==> config.mk <==
export PLATFORM = sky130hd
export DESIGN_NAME = ltmc_top
export DESIGN_NICKNAME = d
export VERILOG_FILES = /design/src/rtl/ltmc_pkg.sv /design/src/rtl/ltmc_top.sv /design/src/rtl/ltmc_skid.sv
export VERILOG_INCLUDE_DIRS = /design/src /design/src/rtl
export SDC_FILE = /design/constraint.sdc
export NUM_CORES = 1
export LEC_CHECK = 0
export CAP_MARGIN = 5
export CORE_MARGIN = 5
export CORE_UTILIZATION = 49
export DETAILED_ROUTE_END_ITERATION = 7
export DONT_BUFFER_PORTS = 1
export MAX_ROUTING_LAYER = met4
export PLACE_DENSITY = 0.73
export SKIP_CTS_REPAIR_TIMING = 1
export SLEW_MARGIN = 5
export SYNTH_ARGS = -nofsm -noshare
export SYNTH_HDL_FRONTEND = slang
export SYNTH_HIERARCHICAL = 1
export SYNTH_SLANG_ARGS = --single-unit
==> constraint.sdc <==
create_clock -name clk -period 3.8 [get_ports clk]
set_input_delay 0.76 -clock clk [delete_from_list [all_inputs] [get_ports clk]]
set_output_delay 0.76 -clock clk [all_outputs]
set_load 0.02 [all_outputs]
==> src/rtl/ltmc_defines.svh <==
// Constants for the LIN cell mode control block
`ifndef LTMC_DEFINES_SVH
`define LTMC_DEFINES_SVH

`define LTMC_CLK_PERIOD_NS 5
`define LTMC_NCELL 3
`define LTMC_CNT_W 17
`define LTMC_MIS_W 8
`define LTMC_DIAG_W 4

// Least times, rounded up to whole cycles
`define LTMC_WAKE_FILT_NS 30000
`define LTMC_WAKE_FILT_CYC \
  ((`LTMC_WAKE_FILT_NS + `LTMC_CLK_PERIOD_NS - 1) / `LTMC_CLK_PERIOD_NS)
`define LTMC_TXD_TO_NS 300000
`define LTMC_TXD_TO_CYC \
  ((`LTMC_TXD_TO_NS + `LTMC_CLK_PERIOD_NS - 1) / `LTMC_CLK_PERIOD_NS)
`define LTMC_BUS_TO_NS 300000
`define LTMC_BUS_TO_CYC \
  ((`LTMC_BUS_TO_NS + `LTMC_CLK_PERIOD_NS - 1) / `LTMC_CLK_PERIOD_NS)
`define LTMC_MIS_NS 1000
`define LTMC_MIS_CYC \
  ((`LTMC_MIS_NS + `LTMC_CLK_PERIOD_NS - 1) / `LTMC_CLK_PERIOD_NS)

// Reset values
`define LTMC_LOW_SLOPE_RST 1'b1
`define LTMC_CELL_RST 5'h01

`endif

==> src/rtl/ltmc_pkg.sv <==
// Types for the LIN cell mode control block
package ltmc_pkg;
  typedef enum logic [2:0] {
    CHIP_INIT = 3'h0,
    CHIP_NORMAL = 3'h1,
    CHIP_SLEEP = 3'h2,
    CHIP_RESTART = 3'h3,
    CHIP_STOP = 3'h4,
    CHIP_FAILSAFE = 3'h5,
    CHIP_FLASH = 3'h6
  } ltmc_chip_t;

  typedef enum logic [4:0] {
    CM_OFF = 5'h01,
    CM_WAKE = 5'h02,
    CM_NORM = 5'h04,
    CM_RXO = 5'h08,
    CM_FLASH = 5'h10
  } ltmc_cell_t;

  typedef enum logic [1:0] {
    REQ_OFF = 2'h0,
    REQ_WAKE = 2'h1,
    REQ_NORM = 2'h2,
    REQ_RXO = 2'h3
  } ltmc_req_t;

  typedef enum logic [1:0] {
    DG_TXD_GND = 2'h0,
    DG_BUS_CLAMP = 2'h1,
    DG_TXRX_SHORT = 2'h2,
    DG_RXD_CLAMP = 2'h3
  } ltmc_diag_t;
endpackage

==> src/rtl/ltmc_top.sv <==
// LIN transceiver cell mode and failure control for three cells
`timescale 1ns/1ps
`include "ltmc_defines.svh"
// Overview of operation
// - Three identical cells, sharing slope, interrupt, restart and diagnostics
// - Normal mode by request only, flash mode by flash entry
// - Low slope 10.4k, normal slope 20k
// - Global slope, resets low, set in normal
// - Off mode left by request, or forced out in flash or fail-safe chip mode
// - Wake mode by request, forced in fail-safe
// - No wake re-arm before intermediate mode
// - Sleep wake: restart, receive low, no interrupt
// - Stop wake: flag, interrupt, receive low
// - Receive-only ignores transmit, passes bus
// - Flash mode bypasses slope, flash-only
// - Cell modes limited by chip mode
// - Pull-up off in off and wake modes; wake on rising bus edge
// - Failure forces receive-only until request
// - Failures reported, overtemperature silent
// - Transmit dominant time-out stops driving
// - Bus dominant clamp: receive-only, flag, interrupt
// - Transmit-receive short inhibits transmitter
// - Overtemperature release on transmit rising edge
// - Receive recessive clamp inhibits transmitter
module ltmc_top #(
  parameter int unsigned WAKE_FILT_CYC = `LTMC_WAKE_FILT_CYC,
  parameter int unsigned TXD_TO_CYC = `LTMC_TXD_TO_CYC,
  parameter int unsigned BUS_TO_CYC = `LTMC_BUS_TO_CYC
) (
  // Clock and reset
  input wire logic clk,
  input wire logic nrst,
  // Chip mode
  input wire ltmc_pkg::ltmc_chip_t host_chip_mode,
  // Mode and slope requests
  input wire logic mode_req_valid,
  input wire logic [1:0] mode_req_cell,
  input wire ltmc_pkg::ltmc_req_t mode_req_mode,
  input wire logic slope_wr_valid,
  input wire logic slope_wr_normal,
  // Flag clears and interrupt masks
  input wire logic [2:0] wake_flag_clr,
  input wire logic [2:0] fail_flag_clr,
  input wire logic int_mask_wake,
  input wire logic int_mask_fail,
  // Pins, asynchronous
  input wire logic [2:0] txd_pin,
  input wire logic [2:0] lin_bus_line,
  input wire logic [2:0] rxd_fb_pin,
  input wire logic [2:0] ot_pin,
  // Cell outputs
  output logic [2:0] lin_receive_output,
  output logic [2:0] bus_drive_dom,
  output logic [2:0] pullup_en,
  output logic [2:0] slope_bypass,
  output logic low_slope,
  output logic [2:0][4:0] cell_mode_stat,
  // Status and events
  output logic [2:0] lin_wake_flag,
  output logic [2:0] bus_clamp_flag,
  output logic int_n,
  output logic restart_req,
  // Diagnostic words
  output logic diag_valid,
  output logic [`LTMC_DIAG_W-1:0] diag_data,
  input wire logic diag_ready
);
  localparam int unsigned CW = `LTMC_CNT_W;
  localparam int unsigned MW = `LTMC_MIS_W;
  localparam logic [CW-1:0] WAKE_Q = CW'(WAKE_FILT_CYC);
  localparam logic [CW-1:0] TXD_Q = CW'(TXD_TO_CYC - 1);
  localparam logic [CW-1:0] BUS_Q = CW'(BUS_TO_CYC - 1);
  localparam logic [MW-1:0] MIS_Q = MW'(`LTMC_MIS_CYC - 1);

  // Which cell modes each chip mode allows
  function automatic logic mode_ok(input ltmc_pkg::ltmc_chip_t c,
                                   input ltmc_pkg::ltmc_cell_t m);
    logic r;
    r = 1'b0;
    unique case (c)
      ltmc_pkg::CHIP_INIT: r = (m == ltmc_pkg::CM_OFF);
      ltmc_pkg::CHIP_NORMAL: r = (m != ltmc_pkg::CM_FLASH);
      ltmc_pkg::CHIP_SLEEP, ltmc_pkg::CHIP_RESTART, ltmc_pkg::CHIP_STOP:
        r = (m == ltmc_pkg::CM_OFF) || (m == ltmc_pkg::CM_WAKE);
      ltmc_pkg::CHIP_FAILSAFE: r = (m == ltmc_pkg::CM_WAKE);
      ltmc_pkg::CHIP_FLASH: r = (m == ltmc_pkg::CM_FLASH);
      default: r = 1'b0;
    endcase
    return r;
  endfunction

  function automatic ltmc_pkg::ltmc_cell_t req_mode(input ltmc_pkg::ltmc_req_t q);
    ltmc_pkg::ltmc_cell_t m;
    m = ltmc_pkg::CM_OFF;
    unique case (q)
      ltmc_pkg::REQ_OFF: m = ltmc_pkg::CM_OFF;
      ltmc_pkg::REQ_WAKE: m = ltmc_pkg::CM_WAKE;
      ltmc_pkg::REQ_NORM: m = ltmc_pkg::CM_NORM;
      ltmc_pkg::REQ_RXO: m = ltmc_pkg::CM_RXO;
    endcase
    return m;
  endfunction

  // Two-stage pin synchronisers; only stage two is read
  logic [11:0] pin_s1_r;
  logic [11:0] pin_s2_r;
  logic [2:0] txd_s;
  logic [2:0] bus_s;
  logic [2:0] fb_s;
  logic [2:0] ot_s;
  always_ff @(posedge clk or negedge nrst) begin
    if (!nrst) begin
      pin_s1_r <= 12'hFFF;
      pin_s2_r <= 12'hFFF;
    end else begin
      pin_s1_r <= {~ot_pin, rxd_fb_pin, lin_bus_line, txd_pin};
      pin_s2_r <= pin_s1_r;
    end
  end
  assign txd_s = pin_s2_r[2:0];
  assign bus_s = pin_s2_r[5:3];
  assign fb_s = pin_s2_r[8:6];
  assign ot_s = ~pin_s2_r[11:9];

  // Shared chip-wide slope, only written in chip normal mode
  wire slope_wr = slope_wr_valid && (host_chip_mode == ltmc_pkg::CHIP_NORMAL);
  always_ff @(posedge clk or negedge nrst) begin
    if (!nrst) low_slope <= `LTMC_LOW_SLOPE_RST;
    else if (slope_wr) low_slope <= !slope_wr_normal;
  end

  // Per-cell results gathered for shared outputs
  logic [2:0] wake_int;
  logic [2:0] wake_rst;
  logic [11:0] pend_set;

  genvar gi;
  generate
    for (gi = 0; gi < `LTMC_NCELL; gi++) begin : g_cell
      ltmc_pkg::ltmc_cell_t mode_r;
      ltmc_pkg::ltmc_cell_t mode_nxt;
      logic [CW-1:0] txd_cnt_r;
      logic [CW-1:0] bus_cnt_r;
      logic [MW-1:0] mis_cnt_r;
      logic txd_prev_r;
      logic bus_prev_r;
      logic woke_r;
      logic txd_to_r;
      logic clamp_r;
      logic short_r;
      logic rxdc_r;
      logic ot_blk_r;
      logic wake_int_r;

      wire txd_dom = !txd_s[gi];
      wire bus_dom = !bus_s[gi];
      wire m_norm = (mode_r == ltmc_pkg::CM_NORM);
      wire m_wake = (mode_r == ltmc_pkg::CM_WAKE);
      wire m_rx = m_norm || (mode_r == ltmc_pkg::CM_RXO) || (mode_r == ltmc_pkg::CM_FLASH);
      wire m_tx = m_norm || (mode_r == ltmc_pkg::CM_FLASH);

      wire ltmc_pkg::ltmc_cell_t rq_m = req_mode(mode_req_mode);
      wire req_hit = mode_req_valid && (mode_req_cell == 2'(gi));
      wire req_ok = req_hit && mode_ok(host_chip_mode, rq_m)
                    && !((rq_m == ltmc_pkg::CM_WAKE) && woke_r);
      wire norm_req = req_ok && (rq_m == ltmc_pkg::CM_NORM);

      wire txd_to_ev = m_tx && txd_dom && (txd_cnt_r == TXD_Q);
      wire bus_to_ev = m_tx && bus_dom && (bus_cnt_r == BUS_Q);
      wire mis_ev = m_rx && (fb_s[gi] != lin_receive_output[gi]) && (mis_cnt_r == MIS_Q);
      wire short_ev = mis_ev && (fb_s[gi] == txd_s[gi]);
      wire rxdc_ev = mis_ev && (fb_s[gi] != txd_s[gi]) && fb_s[gi];
      wire fault_ev = txd_to_ev || bus_to_ev || short_ev || rxdc_ev;
      // Only a rising bus edge after a filtered dominant phase wakes,
      // so a bus stuck at ground never does
      wire wake_ev = m_wake && !woke_r && bus_s[gi] && !bus_prev_r
                     && (bus_cnt_r >= WAKE_Q);
      wire fault = txd_to_r || clamp_r || short_r || rxdc_r;
      wire tx_inh = fault || ot_blk_r;

      // Chip mode forcing takes priority over requests and faults
      assign mode_nxt =
        (host_chip_mode == ltmc_pkg::CHIP_INIT) ? ltmc_pkg::CM_OFF :
        (host_chip_mode == ltmc_pkg::CHIP_FLASH) ? ltmc_pkg::CM_FLASH :
        (host_chip_mode == ltmc_pkg::CHIP_FAILSAFE) ? ltmc_pkg::CM_WAKE :
        !mode_ok(host_chip_mode, mode_r) ? ltmc_pkg::CM_OFF :
        (m_norm && fault_ev) ? ltmc_pkg::CM_RXO :
        req_ok ? rq_m : mode_r;

      always_ff @(posedge clk or negedge nrst) begin
        if (!nrst) mode_r <= ltmc_pkg::ltmc_cell_t'(`LTMC_CELL_RST);
        else mode_r <= mode_nxt;
      end

      // Saturating dominant-time and readback mismatch counters
      always_ff @(posedge clk or negedge nrst) begin
        if (!nrst) begin
          txd_cnt_r <= '0;
          bus_cnt_r <= '0;
          mis_cnt_r <= '0;
          txd_prev_r <= 1'b1;
          bus_prev_r <= 1'b1;
        end else begin
          txd_cnt_r <= !txd_dom ? '0 : txd_cnt_r + CW'(txd_cnt_r != '1);
          bus_cnt_r <= !bus_dom ? '0 : bus_cnt_r + CW'(bus_cnt_r != '1);
          mis_cnt_r <= (fb_s[gi] == lin_receive_output[gi]) ? '0
                       : mis_cnt_r + MW'(mis_cnt_r != '1);
          txd_prev_r <= txd_s[gi];
          bus_prev_r <= bus_s[gi];
        end
      end

      // Fault latches; a new fault wins over a release in the same cycle
      always_ff @(posedge clk or negedge nrst) begin
        if (!nrst) begin
          txd_to_r <= 1'b0;
          clamp_r <= 1'b0;
          short_r <= 1'b0;
          rxdc_r <= 1'b0;
        end else begin
          txd_to_r <= txd_to_ev || (txd_to_r && !norm_req);
          clamp_r <= bus_to_ev || (clamp_r && !norm_req);
          short_r <= short_ev || (short_r && !norm_req);
          rxdc_r <= rxdc_ev || (rxdc_r && !norm_req);
        end
      end

      // Overtemperature blocks until it ends and transmit goes recessive
      always_ff @(posedge clk or negedge nrst) begin
        if (!nrst) ot_blk_r <= 1'b0;
        else ot_blk_r <= ot_s[gi] || (ot_blk_r && !(txd_s[gi] && !txd_prev_r));
      end

      // Wake bookkeeping
      wire wake_irq_mode = (host_chip_mode == ltmc_pkg::CHIP_STOP)
                           || (host_chip_mode == ltmc_pkg::CHIP_NORMAL);
      always_ff @(posedge clk or negedge nrst) begin
        if (!nrst) begin
          woke_r <= 1'b0;
          wake_int_r <= 1'b0;
          lin_wake_flag[gi] <= 1'b0;
          bus_clamp_flag[gi] <= 1'b0;
        end else begin
          woke_r <= wake_ev || (woke_r && (mode_nxt == ltmc_pkg::CM_WAKE));
          wake_int_r <= (wake_ev && wake_irq_mode)
                        || (wake_int_r && !wake_flag_clr[gi]);
          lin_wake_flag[gi] <= wake_ev || (lin_wake_flag[gi] && !wake_flag_clr[gi]);
          bus_clamp_flag[gi] <= bus_to_ev || (bus_clamp_flag[gi] && !fail_flag_clr[gi]);
        end
      end
      assign wake_int[gi] = wake_int_r;
      assign wake_rst[gi] = wake_ev && !wake_irq_mode;
      // Overtemperature is deliberately not queued
      assign pend_set[gi*4 +: 4] = {rxdc_ev, short_ev, bus_to_ev, txd_to_ev};

      // Registered pin-side outputs
      always_ff @(posedge clk or negedge nrst) begin
        if (!nrst) begin
          lin_receive_output[gi] <= 1'b1;
          bus_drive_dom[gi] <= 1'b0;
          pullup_en[gi] <= 1'b0;
          slope_bypass[gi] <= 1'b0;
          cell_mode_stat[gi] <= `LTMC_CELL_RST;
        end else begin
          lin_receive_output[gi] <= m_rx ? bus_s[gi] : !(m_wake && woke_r);
          bus_drive_dom[gi] <= m_tx && txd_dom && !tx_inh;
          pullup_en[gi] <= m_rx;
          slope_bypass[gi] <= (mode_r == ltmc_pkg::CM_FLASH);
          cell_mode_stat[gi] <= mode_r;
        end
      end

    end
  endgenerate

  // Interrupt and restart request
  always_ff @(posedge clk or negedge nrst) begin
    if (!nrst) begin
      int_n <= 1'b1;
      restart_req <= 1'b0;
    end else begin
      int_n <= !((|wake_int && !int_mask_wake)
                 || (|bus_clamp_flag && !int_mask_fail));
      restart_req <= |wake_rst;
    end
  end

  // Pending diagnostics, lowest index first; a new event wins over its own pop
  logic [11:0] pend_r;
  logic [3:0] pick;
  logic buf_ready;
  always_comb begin
    pick = 4'h0;
    for (int k = 11; k >= 0; k--) begin
      if (pend_r[k]) pick = 4'(k);
    end
  end
  wire push = |pend_r && buf_ready;
  wire [11:0] pop_mask = push ? (12'h001 << pick) : 12'h000;
  always_ff @(posedge clk or negedge nrst) begin
    if (!nrst) pend_r <= 12'h000;
    else pend_r <= (pend_r & ~pop_mask) | pend_set;
  end

  // Buffer keeps a stalled reader from losing a word
  ltmc_skid #(.W(`LTMC_DIAG_W)) u_diag_buf (
    .clk(clk),
    .nrst(nrst),
    .in_valid(|pend_r),
    .in_data(pick),
    .in_ready(buf_ready),
    .out_valid(diag_valid),
    .out_data(diag_data),
    .out_ready(diag_ready)
  );
endmodule // ltmc_top

==> src/rtl/ltmc_skid.sv <==
// Two-entry buffer for diagnostic words
`timescale 1ns/1ps
`include "ltmc_defines.svh"
module ltmc_skid #(
  parameter int unsigned W = `LTMC_DIAG_W
) (
  // Clock and reset
  input wire logic clk,
  input wire logic nrst,
  // Filling side
  input wire logic in_valid,
  input wire logic [W-1:0] in_data,
  output logic in_ready,
  // Draining side
  output logic out_valid,
  output logic [W-1:0] out_data,
  input wire logic out_ready
);
  logic sp_valid_r;
  logic [W-1:0] sp_data_r;
  wire take = in_valid && in_ready;
  wire head_free = !out_valid || out_ready;

  // Ready is a flop, so the filling side never sees a combinational path
  assign in_ready = !sp_valid_r;

  always_ff @(posedge clk or negedge nrst) begin
    if (!nrst) begin
      out_valid <= 1'b0;
      out_data <= '0;
      sp_valid_r <= 1'b0;
      sp_data_r <= '0;
    end else if (head_free) begin
      out_valid <= sp_valid_r || take;
      if (sp_valid_r) out_data <= sp_data_r;
      else if (take) out_data <= in_data;
      sp_valid_r <= 1'b0;
    end else if (take) begin
      sp_valid_r <= 1'b1;
      sp_data_r <= in_data;
    end
  end
endmodule // ltmc_skid

After elaboration in Yosys (flattened, before gate mapping)
Index checks and enable logic that the tools add are counted.

Bits in registers: 250. Latch bits: 0. Memory bits (writable): 0. Bits in read-only memories: 0. Logic and storage cells: 431. Memories: 0.

Add/subtract/negate cells: 9. Multipliers: 0. Divide/modulo/power cells: 0. Magnitude comparators: 3. Equality and inequality tests: 67. Shift-type cells: 1. Mux-type cells: 52. Bitwise operators: 6. Reduce and logical (&&, ||, !) cells: 223.

Operator list (number): $logic_and 1x1->1 (103); $add 17x1->17 (6); $eq 17x16->1 const B (6); $mux 17 (6); $ne 17x17->1 const B (6); $mux 5 (18); $logic_or 1x1->1 (65); $mux 4 (14); $ge 17x13->1 const B (3); $logic_not 1->1 (43); $eq 5x2->1 const B (7); $add 8x1->8 (3); $eq 8x8->1 const B (3); $mux 8 (3); $ne 8x8->1 const B (3); $eq 5x1->1 const B (4); $eq 5x3->1 const B (4); $eq 5x5->1 const B (4); $ne 5x5->1 const B (4); $pmux 1 s5 (4); $pmux 5 s4 (1); $eq 5x4->1 const B (3); $and 12x12->12 (1); $mux 12 (1); other kinds (19) (46).

Logic depth before layout (Yosys ltp)
Gate-level depths: netlist of run 1.

Depth after elaboration: 17. Mapped depth: 12.

Hierarchy
Netlist of run 1, hierarchy kept.

Modules (own cells, without submodules): ltmc_top (times used 1, cells an instance 1067, area an instance 11084.4 sq um, seq. area each 6057.1 sq um); ltmc_skid (times used 1, cells an instance 30, area an instance 462.9 sq um, seq. area each 250.2 sq um).

Least setup slack after synthesis of run 1
No wires, ideal clock.

Path kind: input -> register. From: input port host_chip_mode[1]. To: register g_cell[2].woke_r. Setup time: 104 ps. Data arrival time: 2804 ps. Data required time: 3696 ps. Path slack: 892 ps. Stages: 8. Cell sequence: buf_6 or3b_4 o31ai_1 o21ai_2 a2111oi_4 mux2_1 o21ba_1 o41ai_2.

Word-level cells in the longest chain between the ends: 14.

Ends and longest elaborated chain: start: declaration (line ltmc_top.sv:34) `input wire ltmc_pkg::ltmc_chip_t host_chip_mode,`; $eq 3x3->1 or $eq 3x2->1 (tied branches) (line ltmc_top.sv:80) `unique case (c)`; $reduce_or 3->1 (line ltmc_top.sv:80); $pmux 1 s5 (line ltmc_top.sv:80); $logic_and 1x1->1 (line ltmc_top.sv:164) `wire req_ok = req_hit && mode_ok(host_chip_mode, rq_m)`; $logic_and 1x1->1 (line ltmc_top.sv:165) `&& !((rq_m == ltmc_pkg::CM_WAKE) && woke_r);`; $mux 5 (line ltmc_top.sv:188) `req_ok ? rq_m : mode_r;`; $mux 5 (line ltmc_top.sv:187) `(m_norm && fault_ev) ? ltmc_pkg::CM_RXO :`; $mux 5 (line ltmc_top.sv:186) `!mode_ok(host_chip_mode, mode_r) ? ltmc_pkg::CM_OFF :`; $mux 5 (line ltmc_top.sv:185) `(host_chip_mode == ltmc_pkg::CHIP_FAILSAFE) ? ltmc_pkg::CM_WAKE :`; $mux 5 (line ltmc_top.sv:184) `(host_chip_mode == ltmc_pkg::CHIP_FLASH) ? ltmc_pkg::CM_FLASH :`; $mux 5 (*) (line ltmc_top.sv:183) `(host_chip_mode == ltmc_pkg::CHIP_INIT) ? ltmc_pkg::CM_OFF :`; net g_cell[2].mode_nxt[3] (line ltmc_top.sv:141) `ltmc_pkg::ltmc_cell_t mode_nxt;`; $eq 5x2->1 (*) (line ltmc_top.sv:244) `woke_r <= wake_ev || (woke_r && (mode_nxt == ltmc_pkg::CM_WAKE));`; $logic_and 1x1->1 (*) (line ltmc_top.sv:244); $logic_or 1x1->1 (*) (line ltmc_top.sv:244); end signal: assignment (line ltmc_top.sv:244); end: declaration (line ltmc_top.sv:147) `logic woke_r;`.

The timed path passes the listed nets; every way through them passes the cells marked *. A chain may end at the register's enable or synchronous reset.

Worst setup path in the final report of run 1
From: register g_cell[1].txd_cnt_r[10]. To: register g_cell[1].txd_cnt_r[12].

Word-level cells in the longest chain between the ends: 3.

Ends and longest elaborated chain: start: declaration (line ltmc_top.sv:142) `logic [CW-1:0] txd_cnt_r;`; start signal: assignment (line ltmc_top.sv:204) `txd_cnt_r <= !txd_dom ? '0 : txd_cnt_r + CW'(txd_cnt_r != '1);`; $ne 17x17->1 (line ltmc_top.sv:204); $add 17x1->17 (*) (line ltmc_top.sv:204); $mux 17 (*) (line ltmc_top.sv:204).

Every way passes the cells marked *; elsewhere a longest branch is shown, timed or not.

==> reports/qor.txt, run 1 <==
RSZ-0062 raised after global routing: no
worst-path fanout max: 6
DR pass1 iterations: 5
clock slew at reported path FFs: 60 ps
CP peak stage delay: 600 ps
max cap viols: 0
GRT Overall Usage: 18.5%
number of flops mapped to enable cells by yosys: 0
Final nets: 1151
fin util: 54.7%
root buffer cell: clkbuf_16
CP arrival: 3130 ps
Bufs and invs on worst path: 0
initial antenna violation count: 1
fill cell count: 1950
Seq. cell area: 0.00631 sq mm
TritonCTS Buffers: 28
Area Growth Syn to Fin: 10.6%
Highest Clock Rate: 0.366 GHz
Final Cycle Share: 71.9%
status: finished with violations
via count: 8027
placed cell count: 1389
fraction of layout cells with a size suffix above 1: 10.2%
Top Ports: 74
Routability Congestion: 0.874
final slew viol count: 0
Setup Total Neg Slack: 0 ps
Crit path max-delay family: simple AND/OR/NAND/NOR gates
Setup Skew: 15.1 ps
first-pass GRT wire length: 39.7 mm
most frequent cell after synthesis: dfrtp_1
Die Ht: 164 microns
Core ar.: 0.0233 sq mm
worst hold path type: in -> async
Detailed Place HPWL: 16.1 mm
gr ovfl total: 0
worst-path cell chain: and3_1, and3_1, or4b_2, ha_1, ha_1, nand3_1, nor2_1, nand3_1, xor2_1, nor2_1
CP max stage cell: or4b_2
most instantiated cells after synthesis: 209 x dfrtp_1, 127 x nor2_1, 84 x nand2_1, 74 x xor2_1, 60 x nand3_1
yosys warns: 6
DIE WIDTH: 164 microns
largest net degree at the start of global routing: 251
Port Buffers: 0
Critical Path RT: 4190 ps
routed vias/inst: 5.57
CTS tree: done
WHS: -63.7 ps
Post-synth top flop: dfrtp_1
synth unique cells: 77
clk buf depth: 3
Synth area leader: dfrtp_1
failing checks: hold timing
Worst slew margin: 47.9%
antenna-violating nets left: 0
clk_lat worst skew: 530 ps
maximum level of the CTS H-tree: 1
worst-margin pin slew: 776 ps
share of async-settable or async-resettable flops after synthesis: 100%
Non-Filler Instances: 1440
Gate Count Post-Synth: 1097
WS Path Type: reg -> reg
leak pwr: 5.59 nW
PwrDens: 455 mW/mm^2
final hold vios: 93
standard-cell rows: 56
number of global-route vias before repair: 8073
Setup crit end kind: flip-flop
Power Total: 5.81 mW
Die Area: 0.0267 sq mm
Max VDD drop: 0.394 mV
Syn Area/Cell: 10.5 sq um
clk sinks: 250
startpoint class of the critical path: flip-flop
multi-input gate area in the final layout: 0.00492 sq mm
WL final: 23.5 mm
Initial Util: 49.5%
DRC: 0
Area contributors post-synth: dfrtp_1 45%, dfstp_2 9.3%, xor2_1 5.6%
Cell Area, Synth: 0.0115 sq mm
Initial DRC Count: 478
Synth top area share: 45.3%
post-layout min period: 2730 ps
final setup fails: 0
syn_nets: 1148
register area share after synthesis: 54.6%
FF+latch count, synth: 250
DR WL/cell: 16.3 microns
==> sequential cells by signal (all words and copies together), names as in the netlist, 4 cells and up <==
| register | count |
|---|---|
| pin_s1_r | 12 |
| g_cell.txd_cnt_r | 51 |
| g_cell.mis_cnt_r | 24 |
| pin_s2_r | 12 |
| u_diag_buf/out_data | 4 |
| g_cell.mode_r | 15 |
| u_diag_buf/sp_data_r | 4 |
| pend_r | 12 |
| cell_mode_stat | 15 |
| g_cell.bus_cnt_r | 51 |
==> placed cells by master (no fill, tap or decap), drive strengths merged, types with 4 or more instances in the layout <==
master / n
a2111oi: 4
a21o: 9
a21oi: 25
and2: 10
and3: 21
clkbuf: 43
dfrtp: 209
dfstp: 41
ha: 18
inv: 51
mux2: 14
mux2i: 10
nand2: 84
nand2b: 12
nand3: 60
nand4: 32
nor2: 127
nor2b: 25
nor3: 23
nor3b: 12
nor4: 15
nor4b: 4
nor4bb: 14
o211ai: 4
o21a: 4
o21ai: 41
o22ai: 4
o31a: 5
o31ai: 9
or3: 25
or4: 9
or4b: 4
xnor2: 31
xor2: 74
==> power by group <==
| group | internal (mW) | switching (mW) | total [mW] |
|---|---|---|---|
| clock | 1.65 | 1.04 | 2.69 |
| sequential | 2.78 | 0.129 | 2.91 |
| combinational | 0.105 | 0.113 | 0.218 |
| total | 4.53 | 1.28 | 5.81 |
==> cell type report <==
| type | instances | area share (%) |
|---|---|---|
| Sequential cell | 250 | 49.4 |
| Multi-Input combinational cell | 768 | 38.5 |
| Clock buffer | 43 | 6.57 |
| Tap cell | 319 | 3.13 |
| Inverter | 50 | 1.47 |
| Clock inverter | 7 | 0.764 |
| Timing Repair Buffer | 2 | 0.118 |
| Antenna cell | 1 | 0.0196 |
==> final timing paths <==
kind	startpoint	to	slack, ps	depth (start not counted)
setup / recovery	g_cell[1].txd_cnt_r[10]	g_cell[1].txd_cnt_r[12]	1070	10
hold / removal	nrst	g_cell[1].bus_cnt_r[4]	-60	0
setup reg to reg	g_cell[1].txd_cnt_r[10]	g_cell[1].txd_cnt_r[12]	1070	10
hold reg to reg	pin_s1_r[5]	pin_s2_r[5]	350	0
max in group asynchronous	nrst	pin_s1_r[6]	3420	0
min in group clk	lin_bus_line[1]	pin_s1_r[4]	230	0
==> cells by family (layout without fill, tap and decap cells) <==
| kind of cell | count (synthesis) | in the layout | share of synthesized area, % |
|---|---|---|---|
| flip-flops | 250 | 250 | 54.6 |
| XOR/XNOR | 105 | 105 | 7.96 |
| buffers and inverters | 79 | 102 | 2.77 |
| AO/OA/AOI/OAI | 135 | 135 | 8.25 |
| multiplexers | 24 | 24 | 2.26 |
| AND/OR/NAND/NOR | 486 | 486 | 22.2 |
| other | 0 | 1 | 0 |
| adder cells (fa/ha/maj) | 18 | 18 | 1.95 |
==> stage by stage <==
step	instance area, sq um	setup slack [ps]
after floorplan	11500	892
after global placement	11800	913
after detailed placement	11800	818
after CTS	12800	1080
after global routing	12800	899
final	12800	1070
==> per-layer routing <==
metal | wire, microns | share of wire (%) | GRT usage, % | up-vias
li1 | - | - | - | 3836
met1 | 10900 | 46 | 25.2 | 3978
met2 | 10900 | 46 | 28.4 | 170
met3 | 1030 | 4.4 | 3.08 | 43
met4 | 743 | 3.2 | 6.25 | 0
met5 | 0 | 0 | - | -
(Power assumes the default switching activity.)
==> inputs of run 2 (changes only) <==
--- a/config.mk
+++ b/config.mk
@@ -6,13 +6,14 @@
 export SDC_FILE = /design/constraint.sdc
 export NUM_CORES = 1
 export LEC_CHECK = 0
+export ABC_AREA = 1
 export CAP_MARGIN = 5
 export CORE_MARGIN = 5
 export CORE_UTILIZATION = 49
 export DETAILED_ROUTE_END_ITERATION = 7
 export DONT_BUFFER_PORTS = 1
 export MAX_ROUTING_LAYER = met4
-export PLACE_DENSITY = 0.73
+export PLACE_DENSITY = 0.75
 export SKIP_CTS_REPAIR_TIMING = 1
 export SLEW_MARGIN = 5
 export SYNTH_ARGS = -nofsm -noshare
==> constraint.sdc (replaced) <==
create_clock -name clk -period 2.35 [get_ports clk]
set_input_delay 0.47 -clock clk [delete_from_list [all_inputs] [get_ports clk]]
set_output_delay 0.47 -clock clk [all_outputs]
set_load 0.02 [all_outputs]
==> reports/qor.txt, run 2 <==
status: finished with violations (unchanged)
failing checks: hold timing (unchanged)
Psw: 2.23 mW (was 1.28 mW)
clk buf depth: 3 (unchanged)
ANT cells: 0 (was 1)
Synth top area share: 44.3% (was 45.3%)
CTS tree: done (unchanged)
Die Area: 0.0273 sq mm (was 0.0267 sq mm)
Non-Filler Instances: 1860 (was 1440)
RSZ-0062 raised after global routing: yes (was no)
Seq. cell area: 0.00631 sq mm (about the same)
Setup Skew: 21.0 ps (was 15.1 ps)
share of async-settable or async-resettable flops after synthesis: 100% (unchanged)
Setup Total Neg Slack: 0 ps (unchanged)
Highest Clock Rate: 0.430 GHz (was 0.366 GHz)
final hold vios: 240 (was 93)
Setup crit end kind: flip-flop (unchanged)
FF+latch count, synth: 250 (unchanged)
register area share after synthesis: 53.5% (was 54.6%)
combinational group share of total power: 5.5% (was 3.7%)
Bufs and invs on worst path: 4 (was 0)
Cell Int Power: 7.46 mW (was 4.53 mW)
yosys warns: 6 (unchanged)
worst hold path type: in -> async (unchanged)
Post-synth top flop: dfrtp_1 (unchanged)
multi-input gate area in the final layout: 0.00495 sq mm (was 0.00492 sq mm)
first-pass GRT wire length: 43.5 mm (was 39.7 mm)
DR WL/cell: 14.8 microns (was 16.3 microns)
DR pass1 iterations: 5 (unchanged)
syn_nets: 1483 (was 1148)
WHS: -371 ps (was -63.7 ps)
post-layout min period: 2320 ps (was 2730 ps)
sequential power share: 48.9% (was 50.0%)
max cap viols: 0 (unchanged)
design area: 0.0140 sq mm (was 0.0128 sq mm)
worst-path cell chain: nand2_1, inv_1, nand4_1, ha_2, ha_4, nand2_2, nor2_2, inv_2, nor2_4, nand2_2, nor2_4, nand2_2, inv_2, nand2_2, inv_2, a21oi_2, nor3_2 (was and3_1, and3_1, or4b_2, ha_1, ha_1, nand3_1, nor2_1, nand3_1, xor2_1, nor2_1)
worst-margin pin slew: 752 ps (was 776 ps)
gr ovfl total: 0 (unchanged)
Routability Congestion: 0.894 (was 0.874)
final setup fails: 0 (unchanged)
Core ar.: 0.0236 sq mm (was 0.0233 sq mm)
WS Path Type: reg -> reg (unchanged)
Die Ht: 165 microns (was 164 microns)
commonest non-fill, non-tap cell in the layout: nand2_1 (was dfrtp_1)
leak pwr: 6.62 nW (was 5.59 nW)
clk_lat worst skew: 540 ps (was 530 ps)
CP max stage cell: dfrtp_1 (was or4b_2)
WL final: 27.6 mm (was 23.5 mm)
Cell Area, Synth: 0.0118 sq mm (was 0.0115 sq mm)
antenna-violating nets left: 0 (unchanged)
Initial Util: 50.0% (was 49.5%)
Final Cycle Share: 98.9% (was 71.9%)
routed vias/inst: 5.23 (was 5.57)
number of flops mapped to enable cells by yosys: 0 (unchanged)
GRT Overall Usage: 20.0% (was 18.5%)
Gate Count Post-Synth: 1432 (was 1097)
Top Ports: 74 (unchanged)
clock share of power: 45.6% (was 46.2%)
most frequent CP cell: nand2_2
worst reg-to-reg setup slack: 30 ps (was 1070 ps)
largest registers: g_cell.bus_cnt_r x51, g_cell.txd_cnt_r x51, g_cell.mis_cnt_r x24 (unchanged)
Initial DRC Count: 786 (was 478)
switching share of total power: 23.0% (was 22.0%)
root buffer cell: clkbuf_16 (unchanged)
DP Area: 0.0125 sq mm (was 0.0118 sq mm)
standard-cell rows: 56 (unchanged)
post-route setup slack: 25.4 ps (was 1070 ps)
startpoint class of the critical path: flip-flop (unchanged)
DIE WIDTH: 165 microns (was 164 microns)
fill cell count: 2003 (was 1950)
Critical Path RT: 2810 ps (was 4190 ps)
maximum level of the CTS H-tree: 1 (unchanged)
worst-path fanout max: 3 (was 6)
CP arrival: 2780 ps (was 3130 ps)
final slew viol count: 0 (unchanged)
Post-Place Worst Slack: -31.4 ps (was 818 ps)
most instantiated cells after synthesis: 294 x nand2_1, 216 x inv_1, 209 x dfrtp_1, 204 x nor2_1, 94 x nand3_1 (was 209 x dfrtp_1, 127 x nor2_1, 84 x nand2_1, 74 x xor2_1, 60 x nand3_1)
number of global-route vias before repair: 9215 (was 8073)
PwrDens: 694 mW/mm^2 (was 455 mW/mm^2)
synth unique cells: 43 (was 77)
DRC: 0 (unchanged)
placed cell count: 1782 (was 1389)
TritonCTS Buffers: 27 (was 28)
Area contributors post-synth: dfrtp_1 44%, nand2_1 9.4%, dfstp_2 9.1% (was dfrtp_1 45%, dfstp_2 9.3%, xor2_1 5.6%)
commonest non-fill, non-tap cells in the layout: 281 x nand2_1, 206 x dfrtp_1, 199 x inv_1, 185 x nor2_1, 86 x nand3_1 (was 209 x dfrtp_1, 127 x nor2_1, 84 x nand2_1, 74 x xor2_1, 60 x nand3_1)
fraction of layout cells with a size suffix above 1: 16.9% (was 10.2%)
Max VDD drop: 0.473 mV (was 0.394 mV)
most frequent cell after synthesis: nand2_1 (was dfrtp_1)
clock slew at reported path FFs: 60 ps (about the same)
Area Growth Syn to Fin: 18.4% (was 10.6%)
fin util: 59.1% (was 54.7%)
Port Buffers: 0 (unchanged)
initial antenna violation count: 0 (was 1)
Synth area leader: dfrtp_1 (unchanged)
Worst slew margin: 49.5% (was 47.9%)
Syn Area/Cell: 8.24 sq um (was 10.5 sq um)
clk sinks: 250 (unchanged)
CP peak stage delay: 400 ps (was 600 ps)
Final nets: 1571 (was 1151)
via count: 9731 (was 8027)
largest net degree at the start of global routing: 251 (unchanged)
Detailed Place HPWL: 18.9 mm (was 16.1 mm)
Crit path max-delay family: simple AND/OR/NAND/NOR gates (unchanged)
-- run 2: path summary, 6_finish.rpt --
| check | startpoint | end | depth (start not counted) |
|---|---|---|---|
| max in group asynchronous | nrst | lin_receive_output[0] | 0 |
| min in group clk | slope_wr_normal | low_slope | 1 |
| max | g_cell[2].bus_cnt_r[15] | g_cell[2].bus_cnt_r[16] | 17 |
| min | nrst | g_cell[1].mis_cnt_r[4] | 0 |
| max reg2reg | g_cell[2].bus_cnt_r[15] | g_cell[2].bus_cnt_r[16] | 17 |
| min reg2reg | pin_s1_r[1] | pin_s2_r[1] | 0 |
-- run 2: final cells by class --
class                           instances  share of cell area (%)
Clock buffer                           41                    5.86
Clock inverter                          9                   0.923
Inverter                              221                    5.94
Multi-Input combinational cell        953                    35.4
Sequential cell                       250                    45.2
Tap cell                              319                    2.86
Timing Repair Buffer                   67                    3.82
-- run 2: kinds of logic (layout without fill, tap and decap cells) --
kind of cell / count (synthesis) / count (layout) / share of synthesized area, %
AND/OR/NAND/NOR: 742 / 742 / 27.8
flip-flops: 250 / 250 / 53.5
buffers and inverters: 229 / 338 / 7.30
AO/OA/AOI/OAI: 181 / 181 / 8.41
adder cells (fa/ha/maj): 18 / 18 / 1.91
XOR/XNOR: 12 / 12 / 1.08
-- run 2: stage by stage --
| step | hold slack, ps | total power [mW] |
|---|---|---|
| 5_1_grt | -392 | 10.1 |
| 6_report | -371 | 9.69 |
| 2_1_floorplan | 174 | 5.13 |
| 3_5_place_dp | 193 | 5.29 |
| 4_1_cts | -381 | 9.74 |
| 3_3_place_gp | 193 | 5.27 |
-- run 2: power by group through the flow --
| stage | clock, mW | sequential, mW | combinational, mW |
|---|---|---|---|
| global placement | 0 | 4.80 | 0.466 |
| CTS | 4.52 | 4.73 | 0.492 |
| detailed placement | 0 | 4.81 | 0.484 |
| floorplan | 0 | 4.75 | 0.377 |
| global route | 4.69 | 4.76 | 0.611 |
| finish | 4.42 | 4.74 | 0.529 |
-- run 2: worst reg2reg max path, stage by stage (launching register included) --
cell and delay (ps):
dfrtp_1 400, nand2_1 170, inv_1 90, nand4_1 100
ha_2 240, ha_4 150, nand2_2 70, nor2_2 130
inv_2 60, nor2_4 120, nand2_2 80, nor2_4 120
nand2_2 70, inv_2 90, nand2_2 70, inv_2 80
a21oi_2 60, nor3_2 150
-- run 2: routing by layer --
layer	track usage [%]	routed length, microns	up-vias
li1	-	-	4828
met5	-	0	-
met1	26.3	12200	4626
met3	3.52	1570	41
met4	4.42	629	0
met2	32.7	13200	236
==> inputs of run 3 (changes only) <==
--- a/config.mk
+++ b/config.mk
@@ -13,7 +13,7 @@
 export DETAILED_ROUTE_END_ITERATION = 7
 export DONT_BUFFER_PORTS = 1
 export MAX_ROUTING_LAYER = met4
-export PLACE_DENSITY = 0.75
+export PLACE_DENSITY = 0.73
 export SKIP_CTS_REPAIR_TIMING = 1
 export SLEW_MARGIN = 5
 export SYNTH_ARGS = -nofsm -noshare
==> constraint.sdc (replaced) <==
create_clock -name clk -period 2.9 [get_ports clk]
set_input_delay 0.58 -clock clk [delete_from_list [all_inputs] [get_ports clk]]
set_output_delay 0.58 -clock clk [all_outputs]
set_load 0.02 [all_outputs]
==> reports/qor.txt, run 3 (synthesis results as in run 2) <==
post-route setup slack: 413 ps (was 25.4 ps)
clk buf depth: 3 (unchanged)
Highest Clock Rate: 0.402 GHz (was 0.430 GHz)
placed cell count: 1745 (was 1782)
final setup fails: 0 (unchanged)
Die Area: 0.0273 sq mm (unchanged)
clk sinks: 250 (unchanged)
root buffer cell: clkbuf_16 (unchanged)
RSZ-0062 raised after global routing: no (was yes)
status: finished with violations (unchanged)
DR pass1 iterations: 5 (unchanged)
Seq. cell area: 0.00631 sq mm (about the same)
WHS: -231 ps (was -371 ps)
WL final: 25.5 mm (was 27.6 mm)
worst hold path type: in -> async (unchanged)
Initial Util: 50.0% (unchanged)
Core ar.: 0.0236 sq mm (unchanged)
Final nets: 1506 (was 1571)
multi-input gate area in the final layout: 0.00463 sq mm (was 0.00495 sq mm)
initial antenna violation count: 0 (unchanged)
number of global-route vias before repair: 9039 (was 9215)
via count: 9340 (was 9731)
Detailed Place HPWL: 18.4 mm (was 18.9 mm)
CP arrival: 2890 ps (was 2780 ps)
fraction of layout cells with a size suffix above 1: 7.86% (was 16.9%)
CTS tree: done (unchanged)
max cap viols: 0 (unchanged)
Die Ht: 165 microns (unchanged)
worst-margin pin slew: 776 ps (was 752 ps)
post-layout min period: 2490 ps (was 2320 ps)
Area Growth Syn to Fin: 10.1% (was 18.4%)
Post-Place Worst Slack: 457 ps (was -31.4 ps)
CP Depth: 14 (was 17)
startpoint class of the critical path: flip-flop (unchanged)
Bufs and invs on worst path: 2 (was 4)
Setup crit end kind: flip-flop (unchanged)
DP Area: 0.0122 sq mm (was 0.0125 sq mm)
Port Buffers: 0 (unchanged)
Critical Path RT: 3300 ps (was 2810 ps)
largest net degree at the start of global routing: 251 (unchanged)
clk_lat worst skew: 530 ps (was 540 ps)
final hold vios: 209 (was 240)
CP max stage cell: dfrtp_1 (unchanged)
Top Ports: 74 (unchanged)
Routability Congestion: 0.884 (was 0.894)
maximum level of the CTS H-tree: 1 (unchanged)
met2 GRT Util: 30.2% (was 32.7%)
DR WL/cell: 14.2 microns (was 14.8 microns)
Setup Skew: 14.2 ps (was 21.0 ps)
ANT cells: 0 (unchanged)
commonest non-fill, non-tap cells in the layout: 294 x nand2_1, 216 x inv_1, 209 x dfrtp_1, 204 x nor2_1, 94 x nand3_1 (was 281 x nand2_1, 206 x dfrtp_1, 199 x inv_1, 185 x nor2_1, 86 x nand3_1)
Worst slew margin: 47.9% (was 49.5%)
worst-path fanout max: 4 (was 3)
routed vias/inst: 5.21 (was 5.23)
Max VDD drop: 0.332 mV (was 0.473 mV)
clock slew at reported path FFs: 60 ps (about the same)
antenna-violating nets left: 0 (unchanged)
first-pass GRT wire length: 43.1 mm (was 43.5 mm)
Power Total: 7.37 mW (was 9.69 mW)
M3 GR Usage: 4.22% (was 3.52%)
final slew viol count: 0 (unchanged)
CP peak stage delay: 420 ps (was 400 ps)
reg2reg path depth: 14 (was 17)
PwrDens: 567 mW/mm^2 (was 694 mW/mm^2)
GRT Overall Usage: 19.8% (was 20.0%)
WS Path Type: reg -> reg (unchanged)
Initial DRC Count: 754 (was 786)
Final Cycle Share: 85.8% (was 98.9%)
largest registers: g_cell.bus_cnt_r x51, g_cell.txd_cnt_r x51, g_cell.mis_cnt_r x24 (unchanged)
DIE WIDTH: 165 microns (unchanged)
gr ovfl total: 0 (unchanged)
DRC: 0 (unchanged)
worst-path cell chain: nand2_1, nor3_1, nand2_1, inv_1, nand4_1, ha_1, ha_1, nand2_1, nor2_1, inv_1, nor3_1, nand3_1, nor3b_1, nor3_1 (was nand2_1, inv_1, nand4_1, ha_2, ha_4, nand2_2, nor2_2, inv_2, nor2_4, nand2_2, nor2_4, nand2_2, inv_2, nand2_2, inv_2, a21oi_2, nor3_2)
Setup Total Neg Slack: 0 ps (unchanged)
Crit path max-delay family: simple AND/OR/NAND/NOR gates (unchanged)
commonest non-fill, non-tap cell in the layout: nand2_1 (unchanged)
GR Util met1: 26.9% (was 26.3%)
failing checks: hold timing (unchanged)
Non-Filler Instances: 1794 (was 1860)
global route hottest layer: met2 (unchanged)
fill cell count: 2179 (was 2003)
design area: 0.0130 sq mm (was 0.0140 sq mm)
leak pwr: 6.17 nW (was 6.62 nW)
fin util: 55.0% (was 59.1%)
standard-cell rows: 56 (unchanged)
TritonCTS Buffers: 27 (unchanged)
run 3: changes by cell type in the layout (fill, tap and decap cells not counted), moves of 12 or more:
cell           delta
inv_2            -17
nor2_2           -12
buf_4            -53
inv_1            +17
nor2_1           +19
nand2_1          +13
nand2_2          -13
dlygate4sd3_1    -12
run 3: cell type report:
| cell class | count | area share, % |
|---|---|---|
| inverter | 221 | 6.38 |
| multi-input combinational | 953 | 35.6 |
| clock buffer | 41 | 5.76 |
| timing repair buffer | 2 | 0.116 |
| sequential | 250 | 48.5 |
| tap | 319 | 3.07 |
| clock inverter | 8 | 0.501 |
run 3: path summary, 6_finish.rpt:
check	start	slack, ps	to
max	g_cell[0].txd_cnt_r[6]	410	g_cell[0].txd_cnt_r[16]
min	nrst	-230	pullup_en[1]
max in group asynchronous	nrst	2730	low_slope
min in group clk	rxd_fb_pin[0]	50	pin_s1_r[6]
min reg2reg	pin_s1_r[7]	350	pin_s2_r[7]
max reg2reg	g_cell[0].txd_cnt_r[6]	410	g_cell[0].txd_cnt_r[16]
run 3: report_power, final:
part           switching [mW]  internal [mW]  leakage, nW  total (mW)
Clock                    1.29           1.86        0.403        3.15
Combinational           0.241          0.134         2.49       0.376
Sequential              0.169           3.67         3.27        3.84
run 3: per-layer routing:
metal  vias to the layer above  wire (microns)
li1                       4672               -
met3                        44            1710
met4                         0             691
met1                      4397           11600
met5                         -               0
met2                       227           11400
